$ cat src/mcx_pkg.sv
// constants for the instruction-subset execution unit
package mcx_pkg;
  // status flag bit positions
  localparam int unsigned FLAG_C = 0;
  localparam int unsigned FLAG_Z = 1;
  localparam int unsigned FLAG_N = 2;
  localparam int unsigned FLAG_V = 3;
  localparam int unsigned FLAG_S = 4;
  localparam int unsigned FLAG_H = 5;
  localparam int unsigned FLAG_T = 6;
  localparam int unsigned FLAG_I = 7;
  localparam logic [7:0]  FLAGS_RESET = 8'h00;
  localparam logic [15:0] PC_RESET    = 16'h0000;
  localparam logic [15:0] SP_RESET    = 16'h00DF;
  localparam logic [15:0] PTR_RESET   = 16'h0000;
  // pointer select codes
  localparam logic [1:0] PTR_X = 2'h0;
  localparam logic [1:0] PTR_Y = 2'h1;
  localparam logic [1:0] PTR_Z = 2'h2;
  // pointer addressing modes
  localparam logic [1:0] AM_PLAIN = 2'h0;
  localparam logic [1:0] AM_POSTINC = 2'h1;
  localparam logic [1:0] AM_PREDEC = 2'h2;
  // operation codes presented on i_op
  typedef enum logic [4:0] {
    OP_NOP      = 5'h00,
    OP_JMP_V1   = 5'h01,
    OP_JMP_V0   = 5'h02,
    OP_JMP_I1   = 5'h03,
    OP_JMP_I0   = 5'h04,
    OP_IND_LD   = 5'h05,
    OP_OFS_LD   = 5'h06,
    OP_DIR_LD   = 5'h07,
    OP_IND_ST   = 5'h08,
    OP_OFS_ST   = 5'h09,
    OP_DIR_ST   = 5'h0A,
    OP_PUSH     = 5'h0B,
    OP_POP      = 5'h0C,
    OP_IOSET    = 5'h0D,
    OP_IOCLR    = 5'h0E,
    OP_ROL      = 5'h0F,
    OP_ROR      = 5'h10,
    OP_TSTORE   = 5'h11,
    OP_TLOAD    = 5'h12,
    OP_SETV     = 5'h13,
    OP_CLRV     = 5'h14,
    OP_SETH     = 5'h15,
    OP_CLRH     = 5'h16,
    OP_SETS     = 5'h17,
    OP_CLRS     = 5'h18,
    OP_SLEEP    = 5'h19
  } mcx_op_e;
  // execution phases
  typedef enum logic [1:0] {
    ST_FIRST  = 2'b01,
    ST_SECOND = 2'b10
  } mcx_state_e;
endpackage
$ cat src/mcx_exec.sv
// execution unit for a subset of an 8-bit core's instruction set
// Summary of operation
// [RQ1] overflow jumps add offset plus one to pc when V matches; no flags change
// [RQ2] interrupt-state jumps add offset plus one to pc when I matches; no flags
// [RQ3] post-increment fetch reads byte at pointer into register, then pointer plus one
// [RQ4] pre-decrement fetch lowers pointer first, then reads byte at new address
// [RQ5] displaced fetch reads Y or Z plus displacement; pointer unchanged; two cycles
// [RQ6] direct fetch reads byte at immediate address into register in two cycles
// [RQ7] post-increment put writes source at pointer, then pointer plus one
// [RQ8] pre-decrement put lowers pointer first, then writes source there
// [RQ9] displaced put writes source at Y or Z plus displacement; pointer unchanged
// [RQ10] direct put writes source at immediate address in two cycles; no flags
// [RQ11] stack save puts source on stack in two cycles; no flags
// [RQ12] stack restore takes byte from stack into register in two cycles
// [RQ13] io bit set and clear force one io register bit, two cycles
// [RQ14] rotate left through carry; updates Z C N V in one cycle
// [RQ15] rotate right through carry; updates Z C N V in one cycle
// [RQ16] copy bit to T sets T from selected source bit; one cycle
// [RQ17] copy T to bit writes T into selected destination bit; one cycle
// [RQ18] overflow set and clear force V, one cycle, others untouched
// [RQ19] half-carry set and clear force H in one cycle
// [RQ20] sign set and clear force S in one cycle, others untouched
// [RQ21] sleep takes one cycle and leaves flags unchanged
// [RQ22] conditional jump takes one cycle when false, two when taken
// [RQ23] jump offset is signed words added to the following instruction's address
`timescale 1ns/10ps
`default_nettype none
module mcx_exec (
  input  wire logic        i_core_clk,
  input  wire logic        i_rst,
  input  wire logic        i_op_valid,
  input  wire logic [4:0]  i_op,
  input  wire logic [4:0]  i_rd,
  input  wire logic [1:0]  i_ptr_sel,
  input  wire logic [1:0]  i_amode,
  input  wire logic [5:0]  i_disp,
  input  wire logic [15:0] i_imm,
  input  wire logic [2:0]  i_bit,
  input  wire logic [7:0]  i_mem_rdata,
  output logic             o_op_ready,
  output logic             o_mem_rd,
  output logic             o_mem_wr,
  output logic [15:0]      o_mem_addr,
  output logic [7:0]       o_mem_wdata,
  output logic             o_sleep,
  output logic [15:0]      o_pc,
  output logic [7:0]       o_flags,
  output logic [15:0]      o_sp
);
  mcx_pkg::mcx_state_e state_reg;
  mcx_pkg::mcx_state_e state_next;
  logic [7:0]  gpr_reg [32];
  logic [15:0] pc_reg;
  logic [7:0]  flags_reg;
  logic [15:0] sp_reg;
  logic [4:0]  op_reg;
  logic [4:0]  rd_reg;
  logic [15:0] addr_reg;
  logic [7:0]  wdata_reg;
  logic [2:0]  bit_reg;
  logic        rd_act_reg;
  logic        wr_act_reg;
  logic        sleep_reg;

  wire mcx_pkg::mcx_op_e op = mcx_pkg::mcx_op_e'(i_op);
  wire logic take = i_op_valid && state_reg == mcx_pkg::ST_FIRST;
  wire logic [4:0] ptr_lo = (i_ptr_sel == mcx_pkg::PTR_X) ? 5'h1A :
                            (i_ptr_sel == mcx_pkg::PTR_Y) ? 5'h1C : 5'h1E;
  wire logic [15:0] ptr = {gpr_reg[ptr_lo + 5'h01], gpr_reg[ptr_lo]};
  wire logic [15:0] ptr_dec = ptr - 16'h0001;
  wire logic [15:0] ptr_inc = ptr + 16'h0001;
  // displaced forms add i_disp to whichever pointer i_ptr_sel picks, X included
  wire logic [15:0] ptr_ofs = ptr + {10'h000, i_disp};
  wire logic [7:0] src = gpr_reg[i_rd];
  wire logic is_ind = op == mcx_pkg::OP_IND_LD || op == mcx_pkg::OP_IND_ST;
  wire logic ptr_upd = is_ind && i_amode != mcx_pkg::AM_PLAIN;
  wire logic [15:0] ptr_new = (i_amode == mcx_pkg::AM_PREDEC) ? ptr_dec : ptr_inc;
  wire logic [15:0] ind_addr = (i_amode == mcx_pkg::AM_PREDEC) ? ptr_dec : ptr; // RQ4 RQ8
  wire logic is_ld = op == mcx_pkg::OP_IND_LD || op == mcx_pkg::OP_OFS_LD ||
                     op == mcx_pkg::OP_DIR_LD || op == mcx_pkg::OP_POP;
  wire logic is_st = op == mcx_pkg::OP_IND_ST || op == mcx_pkg::OP_OFS_ST ||
                     op == mcx_pkg::OP_DIR_ST || op == mcx_pkg::OP_PUSH;
  wire logic is_io = op == mcx_pkg::OP_IOSET || op == mcx_pkg::OP_IOCLR;
  // io bit ops are read-modify-write over two cycles
  wire logic [15:0] mem_addr_first =
      (op == mcx_pkg::OP_OFS_LD || op == mcx_pkg::OP_OFS_ST) ? ptr_ofs :      // RQ5 RQ9
      (op == mcx_pkg::OP_DIR_LD || op == mcx_pkg::OP_DIR_ST) ? i_imm :        // RQ6 RQ10
      (op == mcx_pkg::OP_PUSH) ? sp_reg :                                     // RQ11
      (op == mcx_pkg::OP_POP) ? sp_reg + 16'h0001 :                           // RQ12
      is_io ? i_imm : ind_addr;                                               // RQ3 RQ7 RQ13
  wire logic v = flags_reg[mcx_pkg::FLAG_V];
  wire logic iflag = flags_reg[mcx_pkg::FLAG_I];
  wire logic jump_hit = (op == mcx_pkg::OP_JMP_V1 && v) || (op == mcx_pkg::OP_JMP_V0 && !v) ||
                        (op == mcx_pkg::OP_JMP_I1 && iflag) ||
                        (op == mcx_pkg::OP_JMP_I0 && !iflag); // RQ1 RQ2
  wire logic is_jmp = op == mcx_pkg::OP_JMP_V1 || op == mcx_pkg::OP_JMP_V0 ||
                      op == mcx_pkg::OP_JMP_I1 || op == mcx_pkg::OP_JMP_I0;
  // offset taken from i_imm low seven bits as signed words
  wire logic [15:0] jump_tgt = pc_reg + 16'h0001 + {{9{i_imm[6]}}, i_imm[6:0]}; // RQ23
  wire logic two_cycle = is_ld || is_st || is_io || jump_hit; // RQ22
  wire logic [7:0] rol_v = {src[6:0], flags_reg[mcx_pkg::FLAG_C]};
  wire logic [7:0] ror_v = {flags_reg[mcx_pkg::FLAG_C], src[7:1]};
  wire logic [7:0] rot_v = (op == mcx_pkg::OP_ROL) ? rol_v : ror_v;
  wire logic rot_c = (op == mcx_pkg::OP_ROL) ? src[7] : src[0];
  wire logic [7:0] io_v = (op_reg == mcx_pkg::OP_IOSET) ?
                          (i_mem_rdata | (8'h01 << bit_reg)) :
                          (i_mem_rdata & ~(8'h01 << bit_reg));

  assign state_next = (state_reg == mcx_pkg::ST_SECOND) ? mcx_pkg::ST_FIRST :
                      (take && two_cycle) ? mcx_pkg::ST_SECOND : mcx_pkg::ST_FIRST;
  assign o_op_ready = state_reg == mcx_pkg::ST_FIRST;
  assign o_mem_rd = rd_act_reg;
  assign o_mem_wr = wr_act_reg;
  assign o_mem_addr = addr_reg;
  assign o_mem_wdata = wdata_reg;
  assign o_sleep = sleep_reg;
  assign o_pc = pc_reg;
  assign o_flags = flags_reg;
  assign o_sp = sp_reg;

  always_ff @(posedge i_core_clk or posedge i_rst) begin
    if (i_rst) begin
      state_reg <= mcx_pkg::ST_FIRST;
    end else begin
      state_reg <= state_next;
    end
  end

  // first cycle: decode, issue memory access, one-cycle ops complete
  always_ff @(posedge i_core_clk or posedge i_rst) begin
    if (i_rst) begin
      pc_reg     <= mcx_pkg::PC_RESET;
      flags_reg  <= mcx_pkg::FLAGS_RESET;
      sp_reg     <= mcx_pkg::SP_RESET;
      op_reg     <= 5'h00;
      rd_reg     <= 5'h00;
      addr_reg   <= 16'h0000;
      wdata_reg  <= 8'h00;
      bit_reg    <= 3'h0;
      rd_act_reg <= 1'b0;
      wr_act_reg <= 1'b0;
      sleep_reg  <= 1'b0;
    end else if (take) begin
      op_reg     <= i_op;
      rd_reg     <= i_rd;
      bit_reg    <= i_bit;
      addr_reg   <= mem_addr_first;
      wdata_reg  <= src;
      rd_act_reg <= is_ld || is_io;
      wr_act_reg <= is_st;
      sleep_reg  <= op == mcx_pkg::OP_SLEEP; // RQ21
      pc_reg     <= jump_hit ? jump_tgt : pc_reg + 16'h0001; // RQ1 RQ2
      if (op == mcx_pkg::OP_PUSH) begin
        sp_reg <= sp_reg - 16'h0001; // RQ11
      end else if (op == mcx_pkg::OP_POP) begin
        sp_reg <= sp_reg + 16'h0001; // RQ12
      end
      unique case (op)
        mcx_pkg::OP_ROL, mcx_pkg::OP_ROR: begin
          flags_reg[mcx_pkg::FLAG_C] <= rot_c; // RQ14 RQ15
          flags_reg[mcx_pkg::FLAG_Z] <= rot_v == 8'h00;
          flags_reg[mcx_pkg::FLAG_N] <= rot_v[7];
          flags_reg[mcx_pkg::FLAG_V] <= rot_v[7] ^ rot_c;
        end
        mcx_pkg::OP_TSTORE: flags_reg[mcx_pkg::FLAG_T] <= src[i_bit]; // RQ16
        mcx_pkg::OP_SETV: flags_reg[mcx_pkg::FLAG_V] <= 1'b1; // RQ18
        mcx_pkg::OP_CLRV: flags_reg[mcx_pkg::FLAG_V] <= 1'b0; // RQ18
        mcx_pkg::OP_SETH: flags_reg[mcx_pkg::FLAG_H] <= 1'b1; // RQ19
        mcx_pkg::OP_CLRH: flags_reg[mcx_pkg::FLAG_H] <= 1'b0; // RQ19
        mcx_pkg::OP_SETS: flags_reg[mcx_pkg::FLAG_S] <= 1'b1; // RQ20
        mcx_pkg::OP_CLRS: flags_reg[mcx_pkg::FLAG_S] <= 1'b0; // RQ20
        default: flags_reg <= flags_reg;
      endcase
    end else if (state_reg == mcx_pkg::ST_SECOND) begin
      // second cycle: io ops write back the modified byte
      rd_act_reg <= 1'b0;
      wr_act_reg <= op_reg == mcx_pkg::OP_IOSET || op_reg == mcx_pkg::OP_IOCLR; // RQ13
      wdata_reg  <= io_v;
      sleep_reg  <= 1'b0;
    end else begin
      rd_act_reg <= 1'b0;
      wr_act_reg <= 1'b0;
      sleep_reg  <= 1'b0;
    end
  end

  // register file: pointer updates on issue, load data on second cycle
  logic [4:0] ptr_lo_reg;
  logic       ptr_wr_reg;
  always_ff @(posedge i_core_clk or posedge i_rst) begin
    if (i_rst) begin
      ptr_lo_reg <= 5'h00;
      ptr_wr_reg <= 1'b0;
    end else begin
      ptr_lo_reg <= ptr_lo;
      ptr_wr_reg <= take && ptr_upd;
    end
  end
  // pointer pair as it stands one cycle after issue, watched by the pointer checks
  wire logic [15:0] ptr_after = {gpr_reg[ptr_lo_reg + 5'h01], gpr_reg[ptr_lo_reg]};

  for (genvar g = 0; g < 32; g++) begin : g_gpr
    always_ff @(posedge i_core_clk or posedge i_rst) begin
      if (i_rst) begin
        gpr_reg[g] <= 8'h00;
      end else if (take && ptr_upd && 5'(g) == ptr_lo) begin
        gpr_reg[g] <= ptr_new[7:0]; // RQ3 RQ4 RQ7 RQ8
      end else if (take && ptr_upd && 5'(g) == ptr_lo + 5'h01) begin
        gpr_reg[g] <= ptr_new[15:8];
      end else if (take && op == mcx_pkg::OP_ROL && 5'(g) == i_rd) begin
        gpr_reg[g] <= rol_v; // RQ14
      end else if (take && op == mcx_pkg::OP_ROR && 5'(g) == i_rd) begin
        gpr_reg[g] <= ror_v; // RQ15
      end else if (take && op == mcx_pkg::OP_TLOAD && 5'(g) == i_rd) begin
        gpr_reg[g][i_bit] <= flags_reg[mcx_pkg::FLAG_T]; // RQ17
      end else if (state_reg == mcx_pkg::ST_SECOND && rd_act_reg && 5'(g) == rd_reg &&
                   !(op_reg == mcx_pkg::OP_IOSET || op_reg == mcx_pkg::OP_IOCLR)) begin
        gpr_reg[g] <= i_mem_rdata; // RQ3 RQ4 RQ5 RQ6 RQ12
      end
    end
  end

  a_jump_two_cycles: assert property (@(posedge i_core_clk) disable iff (i_rst) // RQ22
    take && jump_hit |=> state_reg == mcx_pkg::ST_SECOND ##1 o_op_ready)
    else $error("taken jump did not last two cycles");
  a_jump_target: assert property (@(posedge i_core_clk) disable iff (i_rst) // RQ1
    take && jump_hit |=> o_pc == $past(jump_tgt) && o_flags == $past(o_flags))
    else $error("jump target or flags wrong");
  a_put_addr: assert property (@(posedge i_core_clk) disable iff (i_rst) // RQ9
    take && op == mcx_pkg::OP_OFS_ST |=> o_mem_wr && o_mem_addr == $past(ptr_ofs))
    else $error("displaced put address wrong");
  a_predec_fetch: assert property (@(posedge i_core_clk) disable iff (i_rst) // RQ4
    take && op == mcx_pkg::OP_IND_LD && i_amode == mcx_pkg::AM_PREDEC
    |=> o_mem_rd && o_mem_addr == $past(ptr) - 16'h0001)
    else $error("pre-decrement fetch address wrong");
  a_push_sp: assert property (@(posedge i_core_clk) disable iff (i_rst) // RQ11
    take && op == mcx_pkg::OP_PUSH |=> o_sp == $past(o_sp) - 16'h0001 && o_mem_wr)
    else $error("push stack pointer wrong");
  a_rol_carry: assert property (@(posedge i_core_clk) disable iff (i_rst) // RQ14
    take && op == mcx_pkg::OP_ROL |=> o_flags[mcx_pkg::FLAG_C] == $past(src[7]))
    else $error("rotate left carry wrong");
  a_setv_only: assert property (@(posedge i_core_clk) disable iff (i_rst) // RQ18
    take && op == mcx_pkg::OP_SETV |=> o_flags == ($past(o_flags) | 8'h08))
    else $error("overflow set touched other flags");
  a_sleep_pulse: assert property (@(posedge i_core_clk) disable iff (i_rst) // RQ21
    take && op == mcx_pkg::OP_SLEEP |=> o_sleep && o_op_ready && o_flags == $past(o_flags))
    else $error("sleep wrong");
  a_io_write: assert property (@(posedge i_core_clk) disable iff (i_rst) // RQ13
    take && is_io |=> o_mem_rd ##1 o_mem_wr && o_op_ready)
    else $error("io bit op sequence wrong");
  a_postinc_fetch: assert property (@(posedge i_core_clk) disable iff (i_rst) // RQ3
    take && op == mcx_pkg::OP_IND_LD && i_amode == mcx_pkg::AM_POSTINC
    |=> o_mem_rd && o_mem_addr == $past(ptr) && ptr_wr_reg &&
        ptr_after == $past(ptr) + 16'h0001)
    else $error("post-increment fetch address or pointer wrong");
  a_postinc_put: assert property (@(posedge i_core_clk) disable iff (i_rst) // RQ7
    take && op == mcx_pkg::OP_IND_ST && i_amode == mcx_pkg::AM_POSTINC
    |=> o_mem_wr && o_mem_addr == $past(ptr) && o_mem_wdata == $past(src) &&
        ptr_after == $past(ptr) + 16'h0001)
    else $error("post-increment put address or pointer wrong");
  a_predec_put: assert property (@(posedge i_core_clk) disable iff (i_rst) // RQ8
    take && op == mcx_pkg::OP_IND_ST && i_amode == mcx_pkg::AM_PREDEC
    |=> o_mem_wr && o_mem_addr == $past(ptr) - 16'h0001 && ptr_wr_reg &&
        ptr_after == $past(ptr) - 16'h0001)
    else $error("pre-decrement put address or pointer wrong");
  a_disp_fetch: assert property (@(posedge i_core_clk) disable iff (i_rst) // RQ5
    take && op == mcx_pkg::OP_OFS_LD
    |=> o_mem_rd && o_mem_addr == $past(ptr) + {10'h000, $past(i_disp)} &&
        ptr_after == $past(ptr))
    else $error("displaced fetch address or pointer wrong");
  a_direct_fetch: assert property (@(posedge i_core_clk) disable iff (i_rst) // RQ6
    take && op == mcx_pkg::OP_DIR_LD |=> o_mem_rd && o_mem_addr == $past(i_imm)
    ##1 o_op_ready && gpr_reg[rd_reg] == $past(i_mem_rdata) && o_flags == $past(o_flags, 2))
    else $error("direct fetch wrong");
  a_pop_fetch: assert property (@(posedge i_core_clk) disable iff (i_rst) // RQ12
    take && op == mcx_pkg::OP_POP
    |=> o_mem_rd && o_sp == $past(o_sp) + 16'h0001 && o_mem_addr == o_sp
    ##1 gpr_reg[rd_reg] == $past(i_mem_rdata) && o_flags == $past(o_flags, 2))
    else $error("stack restore wrong");
  a_direct_put: assert property (@(posedge i_core_clk) disable iff (i_rst) // RQ10
    take && op == mcx_pkg::OP_DIR_ST
    |=> o_mem_wr && o_mem_addr == $past(i_imm) && o_mem_wdata == $past(src) &&
        o_flags == $past(o_flags))
    else $error("direct put wrong");
  a_ror_carry: assert property (@(posedge i_core_clk) disable iff (i_rst) // RQ15
    take && op == mcx_pkg::OP_ROR
    |=> o_flags[mcx_pkg::FLAG_C] == $past(src[0]) &&
        gpr_reg[rd_reg][7] == $past(o_flags[mcx_pkg::FLAG_C]))
    else $error("rotate right carry wrong");
  a_tflag_copy: assert property (@(posedge i_core_clk) disable iff (i_rst) // RQ16
    take && op == mcx_pkg::OP_TSTORE
    |=> o_flags[mcx_pkg::FLAG_T] == $past(src[i_bit]) &&
        (o_flags & 8'hBF) == ($past(o_flags) & 8'hBF))
    else $error("copy to T wrong");
  a_tflag_load: assert property (@(posedge i_core_clk) disable iff (i_rst) // RQ17
    take && op == mcx_pkg::OP_TLOAD
    |=> gpr_reg[rd_reg][bit_reg] == $past(o_flags[mcx_pkg::FLAG_T]) &&
        o_flags == $past(o_flags))
    else $error("copy from T wrong");
  a_clrv_only: assert property (@(posedge i_core_clk) disable iff (i_rst) // RQ18
    take && op == mcx_pkg::OP_CLRV |=> o_flags == ($past(o_flags) & 8'hF7))
    else $error("overflow clear touched other flags");
  a_seth_only: assert property (@(posedge i_core_clk) disable iff (i_rst) // RQ19
    take && op == mcx_pkg::OP_SETH |=> o_flags == ($past(o_flags) | 8'h20))
    else $error("half-carry set touched other flags");
  a_clrh_only: assert property (@(posedge i_core_clk) disable iff (i_rst) // RQ19
    take && op == mcx_pkg::OP_CLRH |=> o_flags == ($past(o_flags) & 8'hDF))
    else $error("half-carry clear touched other flags");
  a_sets_only: assert property (@(posedge i_core_clk) disable iff (i_rst) // RQ20
    take && op == mcx_pkg::OP_SETS |=> o_flags == ($past(o_flags) | 8'h10))
    else $error("sign set touched other flags");
  a_clrs_only: assert property (@(posedge i_core_clk) disable iff (i_rst) // RQ20
    take && op == mcx_pkg::OP_CLRS |=> o_flags == ($past(o_flags) & 8'hEF))
    else $error("sign clear touched other flags");
  a_jump_skip: assert property (@(posedge i_core_clk) disable iff (i_rst) // RQ22
    take && is_jmp && !jump_hit |=> o_op_ready && o_pc == $past(o_pc) + 16'h0001)
    else $error("untaken jump wrong");
  a_jump_offset: assert property (@(posedge i_core_clk) disable iff (i_rst) // RQ23
    take && jump_hit
    |=> o_pc == $past(o_pc) + 16'h0001 + {{9{$past(i_imm[6])}}, $past(i_imm[6:0])})
    else $error("jump offset wrong");
  a_irq_off_jump: assert property (@(posedge i_core_clk) disable iff (i_rst) // RQ2
    take && op == mcx_pkg::OP_JMP_I0 && !iflag |=> !o_op_ready && o_flags == $past(o_flags))
    else $error("interrupt-off jump wrong");
  a_io_set_data: assert property (@(posedge i_core_clk) disable iff (i_rst) // RQ13
    take && op == mcx_pkg::OP_IOSET
    |=> o_mem_rd ##1 o_mem_wr && o_mem_addr == $past(i_imm, 2) &&
        o_mem_wdata == ($past(i_mem_rdata) | (8'h01 << $past(i_bit, 2))))
    else $error("io bit set data wrong");
endmodule
`default_nettype wire

$ cat config.mk
export PLATFORM = sky130hd
export DESIGN_NAME = mcx_exec
export DESIGN_NICKNAME = d
export VERILOG_FILES = /design/src/mcx_pkg.sv /design/src/mcx_exec.sv
export SDC_FILE = /design/constraint.sdc
export NUM_CORES = 2
export LEC_CHECK = 0
export BUFFER_PORTS_ARGS = -buffer_cell sky130_fd_sc_hd__clkbuf_2
export CAP_MARGIN = 25
export CELL_PAD_IN_SITES_DETAIL_PLACEMENT = 1
export CELL_PAD_IN_SITES_GLOBAL_PLACEMENT = 1
export CORE_UTILIZATION = 30
export CTS_CLUSTER_SIZE = 16
export DETAILED_ROUTE_END_ITERATION = 8
export PLACE_DENSITY_LB_ADDON = 0.08
export RECOVER_POWER = 50
export SETUP_SLACK_MARGIN = 0.1
export SYNTH_ARGS = -nofsm -noshare
export SYNTH_HDL_FRONTEND = slang
export SYNTH_SLANG_ARGS = --single-unit
$ cat constraint.sdc
create_clock -name i_core_clk -period 9.5 [get_ports i_core_clk]
set_input_delay 0.475 -clock i_core_clk [delete_from_list [all_inputs] [get_ports i_core_clk]]
set_output_delay 0.475 -clock i_core_clk [all_outputs]
set_load 0.05 [all_outputs]
# == Word-level counts from Yosys, hierarchy flattened ==
# Index checks and enable logic that the tools add are counted.
# op_classes
reduce_logical,305
n_bitwise,7
mux,263
n_eq_ne,154
n_shift,1
addsub,8
n_lt_le_gt_ge,5
# ops
operator,n
8-bit two-way mux,202
"5-bit == test, first input constant",64
8-bit bitwise mux,32
1-bit logical AND,235
6-bit nonzero test,32
"4-bit by 5-bit == test with 1-bit output, first input constant",32
16-bit two-way mux,10
8-bit binary-select mux with 5-bit select,3
"3-bit by 5-bit == test with 1-bit output, first input constant",16
"5-bit by 4-bit == test with 1-bit output, second input constant",10
"5-bit == test, second input constant",10
"16-bit by 1-bit adder with 16-bit output, second input constant",3
"2-bit by 5-bit == test with 1-bit output, first input constant",8
"16-bit by 1-bit subtractor with 16-bit output, second input constant",2
"1-bit by 5-bit == test with 1-bit output, first input constant",4
"5-bit by 3-bit == test with 1-bit output, second input constant",4
5-bit logical NOT,4
"6-bit >= comparator, second input constant",3
5-bit inverter with 6-bit output,3
1-bit logical OR,17
16-bit adder,1
16-bit by 6-bit adder with 16-bit output,1
2-bit AND reduction,6
2-bit nonzero test,5
24 further kinds,36
# word_totals
output_inout_bits,68
reg_bits,337
in_bits,50

# == Logic depth before layout (Yosys ltp) ==
# logic_depth
word_depth,15
ltp_mapped,18
depth_no_buf,15

# == Worst setup path after synthesis ==
# OpenSTA, ideal clock, no wires.
# synth_timing
path_kind,register -> register
startpoint,"register pc_reg[0], in the netlist o_pc[0]"
endpoint,"register pc_reg[15], in the netlist o_pc[15]"
stages_incl_launch_ff,16
slack_ns,5.794
arrival_time_ns,3.566
required_time_ns,9.360
path_buffers,0
synth_period_minus_slack_ns,3.706
setup_time_ns,0.140
path_cell_list,dfrtp_1 -> ha_1 -> and3_1 -> and3_1 -> and3_1 -> nand3_1 -> nor2_1 -> xor2_1 -> ha_1 -> nand3_1 -> nor3b_1 -> o31a_1 -> or3_1 -> and3_1 -> mux2i_1 -> xnor2_1
# synth_via
elab_chain_cells,3
# synth_lines
element,line_no,text
"start, declared",mcx_exec.sv:53,logic [15:0] pc_reg;
"start signal, assigned",mcx_exec.sv:132,pc_reg <= mcx_pkg::PC_RESET;
"start signal, assigned",mcx_exec.sv:152,pc_reg <= jump_hit ? jump_tgt : pc_reg + 16'h0001;
16-bit by 1-bit adder with 16-bit output *,"mcx_exec.sv:99, mcx_exec.sv:152",
16-bit adder,mcx_exec.sv:99,"wire logic [15:0] jump_tgt = pc_reg + 16'h0001 + {{9{i_imm[6]}}, i_imm[6:0]};"
16-bit two-way mux *,mcx_exec.sv:152,
# Every way passes the cells marked *; elsewhere a longest branch is shown, timed or not.
# A chain may end at the register's enable or synchronous reset.

==> out/summary.txt <==
Status: finished with violations
Violated checks: capacitance limit, slew limit
Post-DP HPWL: 101 mm
Reg clk slew, reported paths: 0.05 ns
Number of global-route vias before repair: 31800
Layout cells sized above 1: 10.8%
Synth area leaders: dfrtp_1, a21oi_1, nor2_1
Post-route clock period utilization: 66.5%
Avg Cell Area, Syn: 7.45 um^2
Setup TNS: 0 ns
Worst-Margin Slew: 4.09 ns
Remaining Overflow, GRT: 0
Post-route ant nets: 0
Antenna violations before repair: 6
Hold/Removal Path Class: primary input to flip-flop
FP Rows: 112
GPL Wtd Cong: 0.921
Max FFs per register: 256
CP Launch Type: primary input
Slowest CP cell: clkbuf_2
Port Buf Inserts: 116
Mapped Cells: 3835
Post-synth top area share: 28.8%
I/O pin total: 118
Largest net degree at the start of global routing: 142
Post-DR vias/cell: 6.31
Fin. Hold Viols: 0
Most common cell in the netlist: nor2_1
Cts bufs inserted: 48
Via count: 31900
FFs w/ async S/R, synth: 100%
Slowest stage delay, CP: 2.95 ns
Util after Layout: 33.8%
Clk_skew: 0.0266 ns
Synthesized flop and latch total: 337
Die span in y: 311 um
Area Growth Syn to Fin: 10.9%
Prevailing post-synth register cell: dfrtp_1
Cell taking the most area after synthesis: dfrtp_1
Worst-Skew Late Latency: 0.65 ns
WP buf/inv: 5
Sequential area share after synthesis: 29.5%
Slew headroom: -173%
Cell mode on critical path: clkbuf_2
Max Cap Violations: 5
Htree depth: 2
Setup crit end kind: asynchronous set/reset pin
Die Width: 311 um
Post-synth top cells: nor2_1, a21oi_1, nand2_1
Ys Warns: 0
Max-slew violations: 346
CP arrival: 6.10 ns
Highest Clock Rate: 158 MHz
Wire length of the first global-routing pass: 229 mm
Post-Route WL: 159 mm
Layout net count: 3832
CP required: 9.28 ns
# Post-CTS Setup Buffers: 0
Wire per inst: 31.5 um
Number of DRC markers in iteration 0: 2772
# setup viols final: 0
Syn nets: 3913
PD cells: 179 nW/um^2
Global Route Usage Sum: 32.0%
Core area: 93900 um^2
CTS tree: done
Post-synth EDFFs: 0
Clk buf depth: 3
Netlist cell types: 91
Sink Count: 337
Die ar.: 96500 um^2
Leak pwr: 12.2 nW
Effective utilization at floorplan: 30.4%
Maximum VDD drop: 0.122 mV
Synthesized cell area: 28600 um^2
CP Cell Sequence: dlygate4sd3_1, clkbuf_2, clkinvlp_2, clkbuf_1, clkbuf_2
Initial DRT Pass Iterations: 7
Top cell family by delay on the critical path: buffers and inverters
Worst-path fanout max: 141
Clk root buf: clkbuf_16
# fillers: 11400
Critical path class: primary input to asynchronous set/reset pin
RSZ-0062 raised after global routing: no
Post-route minimum period: 6.32 ns
DRC viols: 0
## cells in the final DEF, fill, tap and decap left out, types with 50 or more instances in the layout
cell         n
mux2i_1     84
o211ai_1    84
dfrtp_1    328
mux4_2      60
o21ai_0    377
buf_4       86
nand2_1    474
a211oi_1   172
clkbuf_1    88
nor2_1     583
clkbuf_16   50
xnor2_1     60
a21oi_1    567
mux2_2      62
## timing repair
item | in CTS | in global routing
hold buffers | 0 | 1
endpoints found under the hold margin | 0 | 7
gates resized for setup | 0 | 0
## worst register-to-register path: stages, from the launching register on
cell	delay, ns
dfrtp_1	0.37
nand3b_1	0.23
clkbuf_1	2.40
nor2_2	0.04
buf_4	0.44
nand2_1	0.69
nand2_1	0.14
nor3_2	0.88
a21oi_1	0.14
nor2_1	0.15
a21oi_1	0.06
## through the flow
step	setup WS (ns)	power, mW	instances	instance area, um^2	hold WS, ns
6_report	3.18	5.67	5048	31700	0.198
5_1_grt	2.22	5.89	5045	31700	0.238
4_1_cts	4.72	5.71	5030	31700	0.0603
3_5_place_dp	4.06	3.81	4943	30100	0.468
3_3_place_gp	4.01	3.76	4937	30100	0.450
2_1_floorplan	4.53	3.07	3835	28600	0.438
## metal layers
| layer | wire length [um] | vias to the layer above | track usage, % | part of all wire, % |
|---|---|---|---|---|
| li1 | - | 13800 | - | - |
| met1 | 65700 | 16100 | 41.0 | 41 |
| met2 | 72900 | 1505 | 51.6 | 46 |
| met3 | 11700 | 425 | 5.48 | 7.3 |
| met4 | 8730 | 8 | 16.2 | 5.5 |
| met5 | 49 | - | 0 | 0.031 |
## cells by family after synthesis
logic type               count (synthesis)  share of synthesized area, %
AO/OA/AOI/OAI                         1468                          30.9
AND/OR/NAND/NOR                       1319                          19.5
buffers and inverters                  381                          5.56
flip-flops                             337                          29.5
multiplexers                           213                          10.4
XOR/XNOR                                88                          2.70
adder cells (fa/ha/maj)                 28                          1.28
other                                    1                        0.0131
## area by class of cell
type / instances / area, um^2 / share of cell area [%]
clock buffer: 79 / 1480 / 4.67
inverter: 33 / 125 / 0.395
sequential: 337 / 8440 / 26.6
clock inverter: 8 / 76.3 / 0.241
timing repair buffer: 217 / 1300 / 4.09
antenna: 3 / 7.51 / 0.0237
tap: 1254 / 1570 / 4.95
multi-input combinational: 3117 / 18700 / 59.0
## where the power goes
part	internal (mW)	switching [mW]	total (mW)
registers	1.63	0.227	1.85
clock network	1.08	0.789	1.87
logic	0.581	1.37	1.95
## final timing paths
| path | startpoint | to | slack (ns) | depth (start not counted) |
|---|---|---|---|---|
| worst min register to register | o_pc[15] | o_pc[15] | 0.48 | 1 |
| worst max register to register | state_reg[1] | gpr_reg[82] | 3.84 | 10 |
| min in group asynchronous | i_rst | gpr_reg[157] | 0.29 | 3 |
| worst max-delay path | i_rst | gpr_reg[96] | 3.18 | 5 |
| max in group i_core_clk | state_reg[1] | gpr_reg[82] | 3.84 | 10 |
| worst min-delay path | i_imm[15] | o_mem_addr[15] | 0.20 | 3 |
Power figures use the tool's default switching activity.
